--- config.mk ---
export PLATFORM = sky130hd
export DESIGN_NAME = datapath_config_tuning_load
export DESIGN_NICKNAME = d
export VERILOG_FILES = /design/src/tuning_cfg_pkg.sv /design/src/datapath_config_tuning_load.sv
export SDC_FILE = /design/constraint.sdc
export NUM_CORES = 1
export LEC_CHECK = 0
export BUFFER_PORTS_ARGS = -buffer_cell sky130_fd_sc_hd__buf_2
export CORE_MARGIN = 1
export CORE_UTILIZATION = 45
export DETAILED_ROUTE_END_ITERATION = 8
export GPL_ROUTABILITY_DRIVEN = 0
export PLACE_DENSITY = 0.69
export SLEW_MARGIN = 15
export SYNTH_ARGS = -nofsm -noshare
export SYNTH_HDL_FRONTEND = slang
export SYNTH_SLANG_ARGS = --single-unit
--- constraint.sdc ---
create_clock -name core_clk -period 7.09 [get_ports core_clk]
set_input_delay 1.7725 -clock core_clk [delete_from_list [all_inputs] [get_ports core_clk]]
set_output_delay 1.7725 -clock core_clk [all_outputs]
set_load 0.02 [all_outputs]
--- src/tuning_cfg_pkg.sv ---
// constants and carrier types for the signal chain and tuning load bank
package tuning_cfg_pkg;
  localparam int         ADDR_W          = 12;
  localparam int         NUM_BYTES       = 6;
  localparam int         WORD_W          = 48;
  // register addresses
  localparam logic [11:0] ADDR_CHAIN     = 12'h111;
  localparam logic [11:0] ADDR_LOAD_CTL  = 12'h113;
  localparam logic [11:0] ADDR_WORD_BASE = 12'h114;
  // signal chain setup bit positions
  localparam int         BIT_INV_SINC    = 7;
  localparam int         BIT_MIX_ON      = 6;
  localparam int         BIT_PASSBAND    = 4;
  localparam int         BIT_FRAC_MOD    = 2;
  localparam int         BIT_SIDEBAND    = 1;
  localparam int         BIT_DOUBLE_RATE = 0;
  localparam logic [7:0] CHAIN_WR_MASK   = 8'hd7;
  // load control bit positions
  localparam int         TRIG_LSB        = 4;
  localparam int         TRIG_MSB        = 6;
  localparam int         BIT_SYNC_EDGE   = 2;
  localparam int         BIT_LOAD_DONE   = 1;
  localparam int         BIT_LOAD_REQ    = 0;
  localparam logic [2:0] TRIG_NONE       = 3'h0;
  localparam logic [2:0] TRIG_LAST       = 3'h6;
  localparam logic [7:0] RESET_BYTE      = 8'h00;

  typedef logic [7:0] byte_t;

  // register port request from the serial control core
  typedef struct packed {
    logic              wr;
    logic              rd;
    logic [ADDR_W-1:0] addr;
    byte_t             wdata;
  } reg_req_t;

  // steering of the signal chain
  typedef struct packed {
    logic inverse_sinc_on;
    logic oscillator_mix_on;
    logic passband_select;
    logic frac_modulus_on;
    logic lower_sideband;
    logic double_rate_filter_on;
  } chain_ctl_t;

  // complete block state
  typedef struct packed {
    byte_t                      chain;
    logic [2:0]                 auto_load_trigger_select;
    logic                       sync_edge_load;
    logic                       tuning_load_request;
    logic                       tuning_load_done;
    logic [NUM_BYTES-1:0][7:0]  tuning_word;
    logic [WORD_W-1:0]          active_word;
    logic [WORD_W-1:0]          active_modulus;
    logic                       sync_prev;
    logic                       auto_pending;
    logic                       osc_reset;
    logic                       load_strobe;
    byte_t                      rdata;
  } state_t;
endpackage : tuning_cfg_pkg

--- src/datapath_config_tuning_load.sv ---
// signal chain setup and oscillator tuning word load registers
`timescale 1ns/10ps
module datapath_config_tuning_load
  import tuning_cfg_pkg::*;
(
  input  wire logic              core_clk,
  input  wire logic              rst,
  input  wire reg_req_t          reg_req,
  output logic [7:0]             reg_rdata,
  input  wire logic              sysref_in,
  input  wire logic [WORD_W-1:0] shared_modulus,
  output chain_ctl_t             chain_ctl,
  output logic [WORD_W-1:0]      active_word,
  output logic [WORD_W-1:0]      active_modulus,
  output logic                   load_strobe,
  output logic                   osc_reset
);

  state_t state_r;
  state_t state_nxt;

  // index of a tuning byte address, or NUM_BYTES when not one
  function automatic logic [2:0] word_index(input logic [ADDR_W-1:0] a);
    logic [ADDR_W-1:0] d;
    d = a - ADDR_WORD_BASE;
    if (a >= ADDR_WORD_BASE && d < ADDR_W'(NUM_BYTES)) begin
      return d[2:0];
    end
    return 3'(NUM_BYTES);
  endfunction : word_index

  // next state: register writes, triggers and the tuning transfer
  always_comb begin
    logic       wr_chain;
    logic       wr_ctl;
    logic [2:0] idx;
    logic       sw_rise;
    logic       sync_rise;
    logic       do_load;
    state_nxt             = state_r;
    state_nxt.osc_reset   = 1'b0;
    state_nxt.load_strobe = 1'b0;
    wr_chain  = reg_req.wr && reg_req.addr == ADDR_CHAIN;
    wr_ctl    = reg_req.wr && reg_req.addr == ADDR_LOAD_CTL;
    idx       = word_index(reg_req.addr);
    // only a rising write counts, a held 1 rewritten loads nothing
    sw_rise   = wr_ctl && reg_req.wdata[BIT_LOAD_REQ]
                && !state_r.tuning_load_request;
    sync_rise = sysref_in && !state_r.sync_prev;
    state_nxt.sync_prev = sysref_in;

    // reserved bits 5 and 3 stay zero
    if (wr_chain) begin
      state_nxt.chain = reg_req.wdata & CHAIN_WR_MASK;
    end
    if (wr_ctl) begin
      state_nxt.auto_load_trigger_select =
        reg_req.wdata[TRIG_MSB:TRIG_LSB];
      state_nxt.sync_edge_load      = reg_req.wdata[BIT_SYNC_EDGE];
      state_nxt.tuning_load_request = reg_req.wdata[BIT_LOAD_REQ];
      if (!reg_req.wdata[BIT_LOAD_REQ]) begin
        state_nxt.tuning_load_done = 1'b0;
      end
    end

    // byte writes; a matching trigger code loads two cycles after the write
    state_nxt.auto_pending = 1'b0;
    if (reg_req.wr && idx != 3'(NUM_BYTES)) begin
      state_nxt.tuning_word[idx] = reg_req.wdata;
      if (state_r.auto_load_trigger_select != TRIG_NONE &&
          state_r.auto_load_trigger_select <= TRIG_LAST &&
          state_r.auto_load_trigger_select == idx + 3'h1) begin
        state_nxt.auto_pending = 1'b1;
      end
    end

    // transfer uses the bytes as stored before this cycle's write
    do_load = sw_rise || state_r.auto_pending
              || (state_r.sync_edge_load && sync_rise);
    if (do_load) begin
      state_nxt.active_word    = state_r.tuning_word;
      state_nxt.active_modulus = shared_modulus;
      state_nxt.load_strobe    = 1'b1;
      state_nxt.tuning_load_done = 1'b1;
    end
    if (state_r.sync_edge_load && sync_rise) begin
      state_nxt.osc_reset = 1'b1;
    end

    // registered read data, unmapped addresses read zero
    state_nxt.rdata = RESET_BYTE;
    if (reg_req.rd) begin
      if (reg_req.addr == ADDR_CHAIN) begin
        state_nxt.rdata = state_r.chain;
      end else if (reg_req.addr == ADDR_LOAD_CTL) begin
        state_nxt.rdata[TRIG_MSB:TRIG_LSB] =
          state_r.auto_load_trigger_select;
        state_nxt.rdata[BIT_SYNC_EDGE] = state_r.sync_edge_load;
        state_nxt.rdata[BIT_LOAD_DONE] = state_r.tuning_load_done;
        state_nxt.rdata[BIT_LOAD_REQ]  = state_r.tuning_load_request;
      end else if (idx != 3'(NUM_BYTES)) begin
        state_nxt.rdata = state_r.tuning_word[idx];
      end
    end
  end

  // single state register, synchronous reset to all zero
  always_ff @(posedge core_clk) begin
    if (rst) begin
      state_r <= '0;
    end else begin
      state_r <= state_nxt;
    end
  end

  // chain steering straight from the setup register
  assign chain_ctl.inverse_sinc_on       = state_r.chain[BIT_INV_SINC];
  assign chain_ctl.oscillator_mix_on     = state_r.chain[BIT_MIX_ON];
  assign chain_ctl.passband_select       = state_r.chain[BIT_PASSBAND];
  assign chain_ctl.frac_modulus_on       = state_r.chain[BIT_FRAC_MOD];
  assign chain_ctl.lower_sideband        = state_r.chain[BIT_SIDEBAND];
  assign chain_ctl.double_rate_filter_on = state_r.chain[BIT_DOUBLE_RATE];

  assign reg_rdata      = state_r.rdata;
  assign active_word    = state_r.active_word;
  assign active_modulus = state_r.active_modulus;
  assign load_strobe    = state_r.load_strobe;
  assign osc_reset      = state_r.osc_reset;

endmodule : datapath_config_tuning_load

* Yosys cells after proc, flatten, opt, wreduce, memory -nomap -nowiden
Cells that the tools add are included.
** Word-level totals
- Register bits :: 168
** Cells by class
- Bitwise gates (word level) :: 3
- Magnitude comparators :: 5
- Reductions and logical operators :: 22
- Add/subtract/negate cells :: 2
- Equal/unequal tests :: 5
- Multiplexer cells :: 20
** Operator list (count)
- $bwmux W48 :: 1
- $mux W8 :: 4
- $bmux W8 S3 :: 1
- $demux W8 S3 :: 1
- $eq A12 B9 Y1 const B :: 2
- $ge A12 B9 Y1 const B :: 1
- $lt A12 B3 Y1 const B :: 1
- $mux W3 :: 4
- $sub A12 B9 Y12 const B :: 1
- $logic_and A1 B1 Y1 :: 11
- $mux W1 :: 9
- $reduce_or A5 Y1 :: 1
- $lt A3 B4 Y1 const B :: 1
- $reduce_or A2 Y1 :: 2
- $add A3 B1 Y3 const B :: 1
- $eq A3 B3 Y1 :: 1
- $ge A3 B1 Y1 const B :: 1
- $le A3 B3 Y1 const B :: 1
- $ne A3 B3 Y1 const B :: 1
- $not A1 Y1 :: 3
- $reduce_bool A3 Y1 :: 1
- $reduce_or A3 Y1 :: 1
- $logic_not A1 Y1 :: 2
- $logic_or A1 B1 Y1 :: 2
- 3 further kinds :: 3

* Depth between registers and ports, before layout
Gate-level depths: netlist of the first run.
- Depth in word-level cells :: 10
- Mapped depth :: 14
- Depth with buffers taken out :: 14

* Worst setup path before layout of the first run
Ideal clock, no wire load.
- Path kind :: input to register
- From :: input port reg_req[10] in the netlist's numbering
- To :: register state_r (netlist bit reg_rdata[5])
- Path slack :: 2.140 ns
- Stages :: 14
- Data arrival time :: 4.877 ns
- Library setup time :: 0.073 ns
- Path through :: inv_1 > ha_1 > nand2b_1 > a211o_1 > a2111oi_4 > and2_1 > nand2_1 > ha_1 > nand2_1 > nand4b_1 > or4b_1 > buf_2 > a2111oi_2 > o2bb2ai_1
** Between the ends
- Cells in the longest elaborated chain, start to end :: 9
- Elaborated cells on any way between the ends :: 15
- Classes of those cells :: add/sub: 1; order compare: 2; eq/ne: 3; mux: 7; reduce/logical: 2
** Ends and longest elaborated chain
- start: declaration :: RTL line datapath_config_tuning_load.sv:8 : input wire reg_req_t reg_req,
- $sub A12 B9 Y12 :: RTL line datapath_config_tuning_load.sv:25 : d = a - ADDR_WORD_BASE;
- $lt A12 B3 Y1 :: RTL line datapath_config_tuning_load.sv:26 : if (a >= ADDR_WORD_BASE && d < ADDR_W'(NUM_BYTES)) begin
- $logic_and A1 B1 Y1 :: RTL line datapath_config_tuning_load.sv:26
- $mux W1 :: RTL line datapath_config_tuning_load.sv:26
- $mux W3 :: RTL line datapath_config_tuning_load.sv:29 : return 3'(NUM_BYTES);
- $bmux W8 S3 :: RTL line datapath_config_tuning_load.sv:102 : state_nxt.rdata = state_r.tuning_word[idx];
- $mux W8 (implied by the code) :: RTL line datapath_config_tuning_load.sv:102
- $mux W8 :: RTL line datapath_config_tuning_load.sv:101 : end else if (idx != 3'(NUM_BYTES)) begin
- $mux W3 :: RTL line datapath_config_tuning_load.sv:95 : end else if (reg_req.addr == ADDR_LOAD_CTL) begin
- end signal: assignment :: RTL line datapath_config_tuning_load.sv:112 : state_r <= state_nxt;
- end: declaration :: RTL line datapath_config_tuning_load.sv:19 : state_t state_r;
Parallel ways exist; a longest one is shown, timed or not. The select of a mux whose other input is x is not followed.
A chain may end at the register's enable or synchronous reset.

* Worst setup path in the final report of the first run
Ends and elaborated chain as after synthesis.

==> results of run 1 <==
worst register-to-register path, delay by kind of cell, from the launching register on:
kind | cells | cell delay [ns]
compound gates | 2 | 1.07
buf+inv | 1 | 0.39
flops | 1 | 0.39
simple gates | 2 | 0.25
per-stage QoR:
| step | instance area, um^2 | instances | worst slack (ns) |
|---|---|---|---|
| finish | 8350 | 1156 | 1.70 |
| global route | 8350 | 1156 | 1.50 |
| CTS | 8350 | 1156 | 1.78 |
| detailed placement | 7750 | 1124 | 1.34 |
| global placement | 7750 | 1124 | 1.42 |
| floorplan | 7570 | 881 | 2.14 |
power groups by stage:
stage | sequential, mW | clock [mW] | combinational [mW]
6_report | 0.944 | 0.923 | 0.0755
5_1_grt | 0.943 | 0.981 | 0.0814
4_1_cts | 0.944 | 0.942 | 0.0753
3_5_place_dp | 0.965 | 0 | 0.0752
3_3_place_gp | 0.965 | 0 | 0.0752
2_1_floorplan | 0.965 | 0 | 0.0402
sequential cells by signal, summed over array words and instances (netlist names):
| register | count |
|---|---|
| load_strobe | 1 |
| reg_rdata | 8 |
| osc_reset | 1 |
| active_word | 48 |
| chain_ctl | 6 |
| state_r | 56 |
| active_modulus | 48 |
per-layer routing:
| layer | up-vias | GRT usage [%] |
|---|---|---|
| met3 | 26 | 5.21 |
| met1 | 2736 | 28.1 |
| met5 | - | 0 |
| li1 | 2911 | - |
| met4 | 0 | 8.46 |
| met2 | 223 | 33.1 |
final timing paths:
kind / startpoint / slack [ns] / end
worst max-delay path: reg_req[10] / 1.70 / reg_rdata[5]
worst min-delay path: active_word[13] / 0.44 / active_word[13]
worst max register to register: state_r[157] / 4.90 / active_modulus[5]
worst min register to register: active_word[13] / 0.44 / active_word[13]
synthesized netlist by cell type, types with 2 or more instances:
cell type	instances
a2111oi_2	2
a21oi_1	107
a221oi_2	2
a31oi_1	3
and2_1	2
buf_1	3
buf_2	9
buf_4	111
buf_6	5
clkbuf_1	37
dfxtp_1	168
ha_1	4
inv_1	6
mux2i_1	66
mux4_2	6
nand2_1	198
nand2b_1	6
nand3_1	3
nand3_2	2
nand3b_1	2
nand4_1	2
nand4_2	4
nor2_1	73
nor2b_1	9
nor3_1	3
nor3b_1	2
o21ai_0	13
o22ai_1	3
o32ai_1	5
or4b_1	2
xor2_1	2
cell families (layout without fill, tap and decap cells):
logic type	count (synthesis)	in the layout	synth area share, %
AND/OR/NAND/NOR	319	319	18.3
buffers and inverters	171	226	14.6
flip-flops	168	168	44.4
AO/OA/AOI/OAI	143	143	11.0
multiplexers	73	73	10.7
adder cells (fa/ha/maj)	4	4	0.661
XOR/XNOR	3	3	0.347
area by class of cell:
cell class	instances	area (um^2)	share of cell area [%]
sequential	168	3360	40.3
clock inverter	10	120	1.44
clock buffer	22	474	5.68
tap	220	275	3.30
timing repair buffer	188	978	11.7
inverter	6	22.5	0.270
multi-input combinational	542	3110	37.3
==> flow_summary.ini, run 1 <==
[clock_tree]
cts_buffer_depth = 2
clkTransAtPathRegs_ns = 0.06
post_cts_buffers = 0
tritoncts = yes
root_buffer = clkbuf_16
hold_buffers = 0
cts_buffers = 17
ctsResizeCount = 0
cts_htree_levels = 4
clk_latency_ns = 0.43
cts_num_sinks = 168

[logic_synthesis]
yosysWarnings = 0
synth_cells = 881
synthTopCellsByArea = dfxtp_1, buf_4, nand2_1
syn-cell-area_mm2 = 0.00757
synth.largest_area_cell = dfxtp_1
avgSynthCellArea_um2 = 8.60
yosysSeqAreaShare_pct = 44.4
async_flop_share_pct = 0
synth_edf_count = 0
synth_cell_types = 52
yosys_most_used_dff = dfxtp_1
ys_seq_elements = 168
syn-num-nets = 958
synth_top_area_share_pct = 44.4

[power_and_ir_drop]
power_switching_mw = 0.425
power_mw = 1.94
power_density_mw_per_mm2 = 233
vdd_drop_max_uv = 177
combPwrFrac_pct = 3.9
p_clk_share_pct = 47.5
p_seq_share_pct = 48.6
sw_frac_of_total_pct = 21.9
power.leakage_nw = 3.79
power.internal_mw = 1.52

[layout]
final_util_pct = 50.5
final_cell_mix = nand2_1, buf_2, dfxtp_1
fillCellCount = 1583
drive_gt1_share_pct = 25.7
area_delta_synth_final_pct = 10.2
nets = 1000
final_common_cell = nand2_1
insertedDiodeCount = 0

[setup_path]
path_class = input pin to flip-flop
crit_buf_inv = 2
crit_arrival_ns = 5.74
crit_family = compound AO/OA/AOI/OAI gates
max_stage_delay_ns = 0.77
crit_cells = 14
slowest_stage = a2111oi_4
critPathCaptureType = flip-flop
crit_chain = buf_2 -> inv_1 -> ha_1 -> nand2b_1 -> a211o_1 -> a2111oi_4 -> and2_1 -> nand2_1 -> ha_1 -> nand2_1 -> nand4b_1 -> or4b_1 -> a2111oi_2 -> o2bb2ai_1
worstPathMaxFanout = 16
required_ns = 7.44
cp-start-kind = input pin
reg2reg_depth = 5

[sta]
fmax_mhz = 186
drv_slew = 0
final.min_clock_period_ns = 5.39
relSlewSlack_pct = 24.9
hold_ws_ns = 0.444
rsz0062_at_grt = false
setup_violations = 0
fin_crit_sh_pct = 76.0
worst_pin_slew_ns = 1.13
fin_tns_setup_ns = 0
hold_violations = 0
final.setup_skew_ns = 0.00829

[drt]
first_iter_violations = 341
wl_met2_mm = 8.18
drtPass1Iterations = 5
wl_mm = 18.1
wl_met3_mm = 1.07
routedLengthMet1_mm = 8.46
wire_per_inst_um = 15.6
drc = 0
vias = 5896
top_layer = met4
ant_nets = 0
post_drt_via_cell_ratio = 5.10

[die]
core_area_mm2 = 0.0165
die_h_um = 132
start_util_pct = 45.8
rows = 47
io_pins = 185
die_w_um = 132
die_area_mm2 = 0.0174

[global_routing]
track_usage_pct = 21.2
grt_max_degree = 87
grt_pass1_wl_mm = 28.9
grt.overflow.total = 0
grt_pass1_vias = 5407
antenna_found_initial = 0

[worst_hold_path]
hp-class = flip-flop to flip-flop
whs_path_depth = 2

[placed_design]
dp_hpwl_mm = 12.6
io_buffers = 184

[run]
maxCapViolCount = 0

[outcome]
status = finished clean
Power figures use the tool's default switching activity.
==> run 2, diff against run 1 <==
Clock period 7.09 ns to 5.53 ns, I/O delays scaled along.
==> flow_summary.ini, run 2 (synthesis gave the netlist of run 1 again) <==
[setup_path]
crit_arrival_ns = 4.91
worstPathMaxFanout = 16
r2r_start = state_r[157]
r2r-end = active_modulus[12]
r2r_slack_ns = 3.63
critPathCaptureType = flip-flop
path_class = input pin to flip-flop
required_ns = 5.88
cp-start-kind = input pin
critPathLaunch = reg_req[10]
reg2reg_depth = 5

[drt]
drc = 0
wl_mm = 18.3
post_drt_via_cell_ratio = 5.01
vias = 5798
ant_nets = 0
first_iter_violations = 308
wire_per_inst_um = 15.8
drtPass1Iterations = 5

[die]
io_pins = 185
die_h_um = 132
start_util_pct = 45.8
rows = 47
die_w_um = 132
die_area_mm2 = 0.0174
core_area_mm2 = 0.0165

[global_routing]
grt_pass1_vias = 5378
grt.overflow.total = 0
track_usage_pct = 21.1
grt_max_degree = 97
antenna_found_initial = 0
grt_pass1_wl_mm = 28.8

[placed_design]
post-place-ws_ns = 0.550
dp_hpwl_mm = 12.7
io_buffers = 184

[power_and_ir_drop]
combPwrFrac_pct = 3.9
power.internal_mw = 1.95
vdd_drop_max_uv = 217
power_density_mw_per_mm2 = 299
power.leakage_nw = 3.79
power_mw = 2.50
p_seq_share_pct = 48.5
p_clk_share_pct = 47.7
sw_frac_of_total_pct = 22.1
power_switching_mw = 0.551

[layout]
largest-register = state_r
insertedDiodeCount = 0
final_util_pct = 50.5
drive_gt1_share_pct = 25.9
largest_reg_flops = 56
nets = 1002
fillCellCount = 1578
final_cell_mix = nand2_1, buf_2, dfxtp_1
area_delta_synth_final_pct = 10.3
final_common_cell = nand2_1

[sta]
final.min_clock_period_ns = 4.56
fin_tns_setup_ns = 0
fmax_mhz = 219
drv_slew = 0
relSlewSlack_pct = 43.1
rsz0062_at_grt = false
final.setup_skew_ns = 0.00670
worst_pin_slew_ns = 0.853
fin_crit_sh_pct = 82.5
setup_slack_ns = 0.970
setup_violations = 0
hold_violations = 0

[clock_tree]
ctsResizeCount = 0
cts_buffers = 17
cts_buffer_depth = 2
hold_buffers = 0
clkTransAtPathRegs_ns = 0.06
root_buffer = clkbuf_16
post_cts_buffers = 0
tritoncts = yes
cts_num_sinks = 168
clk_latency_ns = 0.42
cts_htree_levels = 4

[outcome]
status = finished clean

[worst_hold_path]
hp-class = flip-flop to flip-flop
whs_path_depth = 2
hold-path-endpoint = active_word[36]
min_from = active_word[36]

[run]
maxCapViolCount = 0
## run 2: how the worst max path moves through the flow
stage	to	slack [ns]	cells past startpoint
6_report	reg_rdata[5]	0.97	14
5_1_grt	reg_rdata[5]	0.80	14
4_1_cts	reg_rdata[5]	1.00	14
3_5_place_dp	reg_rdata[7]	0.55	13
3_3_place_gp	reg_rdata[5]	0.67	14
2_1_floorplan	reg_rdata[5]	0.97	14
## run 2: critical path: stages
cell and delay (ns):
buf_2 0.27, inv_1 0.22, ha_1 0.26, nand2b_1 0.19, a211o_1 0.32, a2111oi_4 0.37, and2_1 0.25, nand2_1 0.08
ha_1 0.31, nand2_1 0.10, nand4b_1 0.09, or4b_1 0.67, a2111oi_2 0.27, o2bb2ai_1 0.14
## run 2: layout make-up
cell class | count | area (um^2) | area share (%)
Sequential cell | 168 | 3360 | 40.3
Multi-Input combinational cell | 542 | 3110 | 37.3
Timing Repair Buffer | 190 | 981 | 11.7
Clock buffer | 22 | 474 | 5.68
Tap cell | 220 | 275 | 3.30
Clock inverter | 10 | 119 | 1.42
Inverter | 6 | 22.5 | 0.270
## run 2: power groups by stage
stage	Sequential, mW	Combinational [mW]	Clock, mW
5_1_grt	1.21	0.104	1.26
2_1_floorplan	1.24	0.0516	0
6_report	1.21	0.0967	1.19
4_1_cts	1.21	0.0969	1.22
3_3_place_gp	1.24	0.0972	0
3_5_place_dp	1.24	0.0966	0
## run 2: stage by stage
| stage | hold slack, ns | std cells | area [um^2] |
|---|---|---|---|
| floorplan | 0.432 | 881 | 7570 |
| global placement | 0.435 | 1126 | 7760 |
| detailed placement | 0.440 | 1126 | 7760 |
| CTS | 0.448 | 1158 | 8350 |
| global route | 0.464 | 1158 | 8350 |
| finish | 0.444 | 1158 | 8350 |
## run 2: per-layer routing
metal,track usage (%),up-vias,wire length (um)
met4,7.62,0,323
li1,-,2907,-
met3,5.21,22,1200
met2,33.4,214,8360
met1,27.9,2655,8380
met5,0,-,0
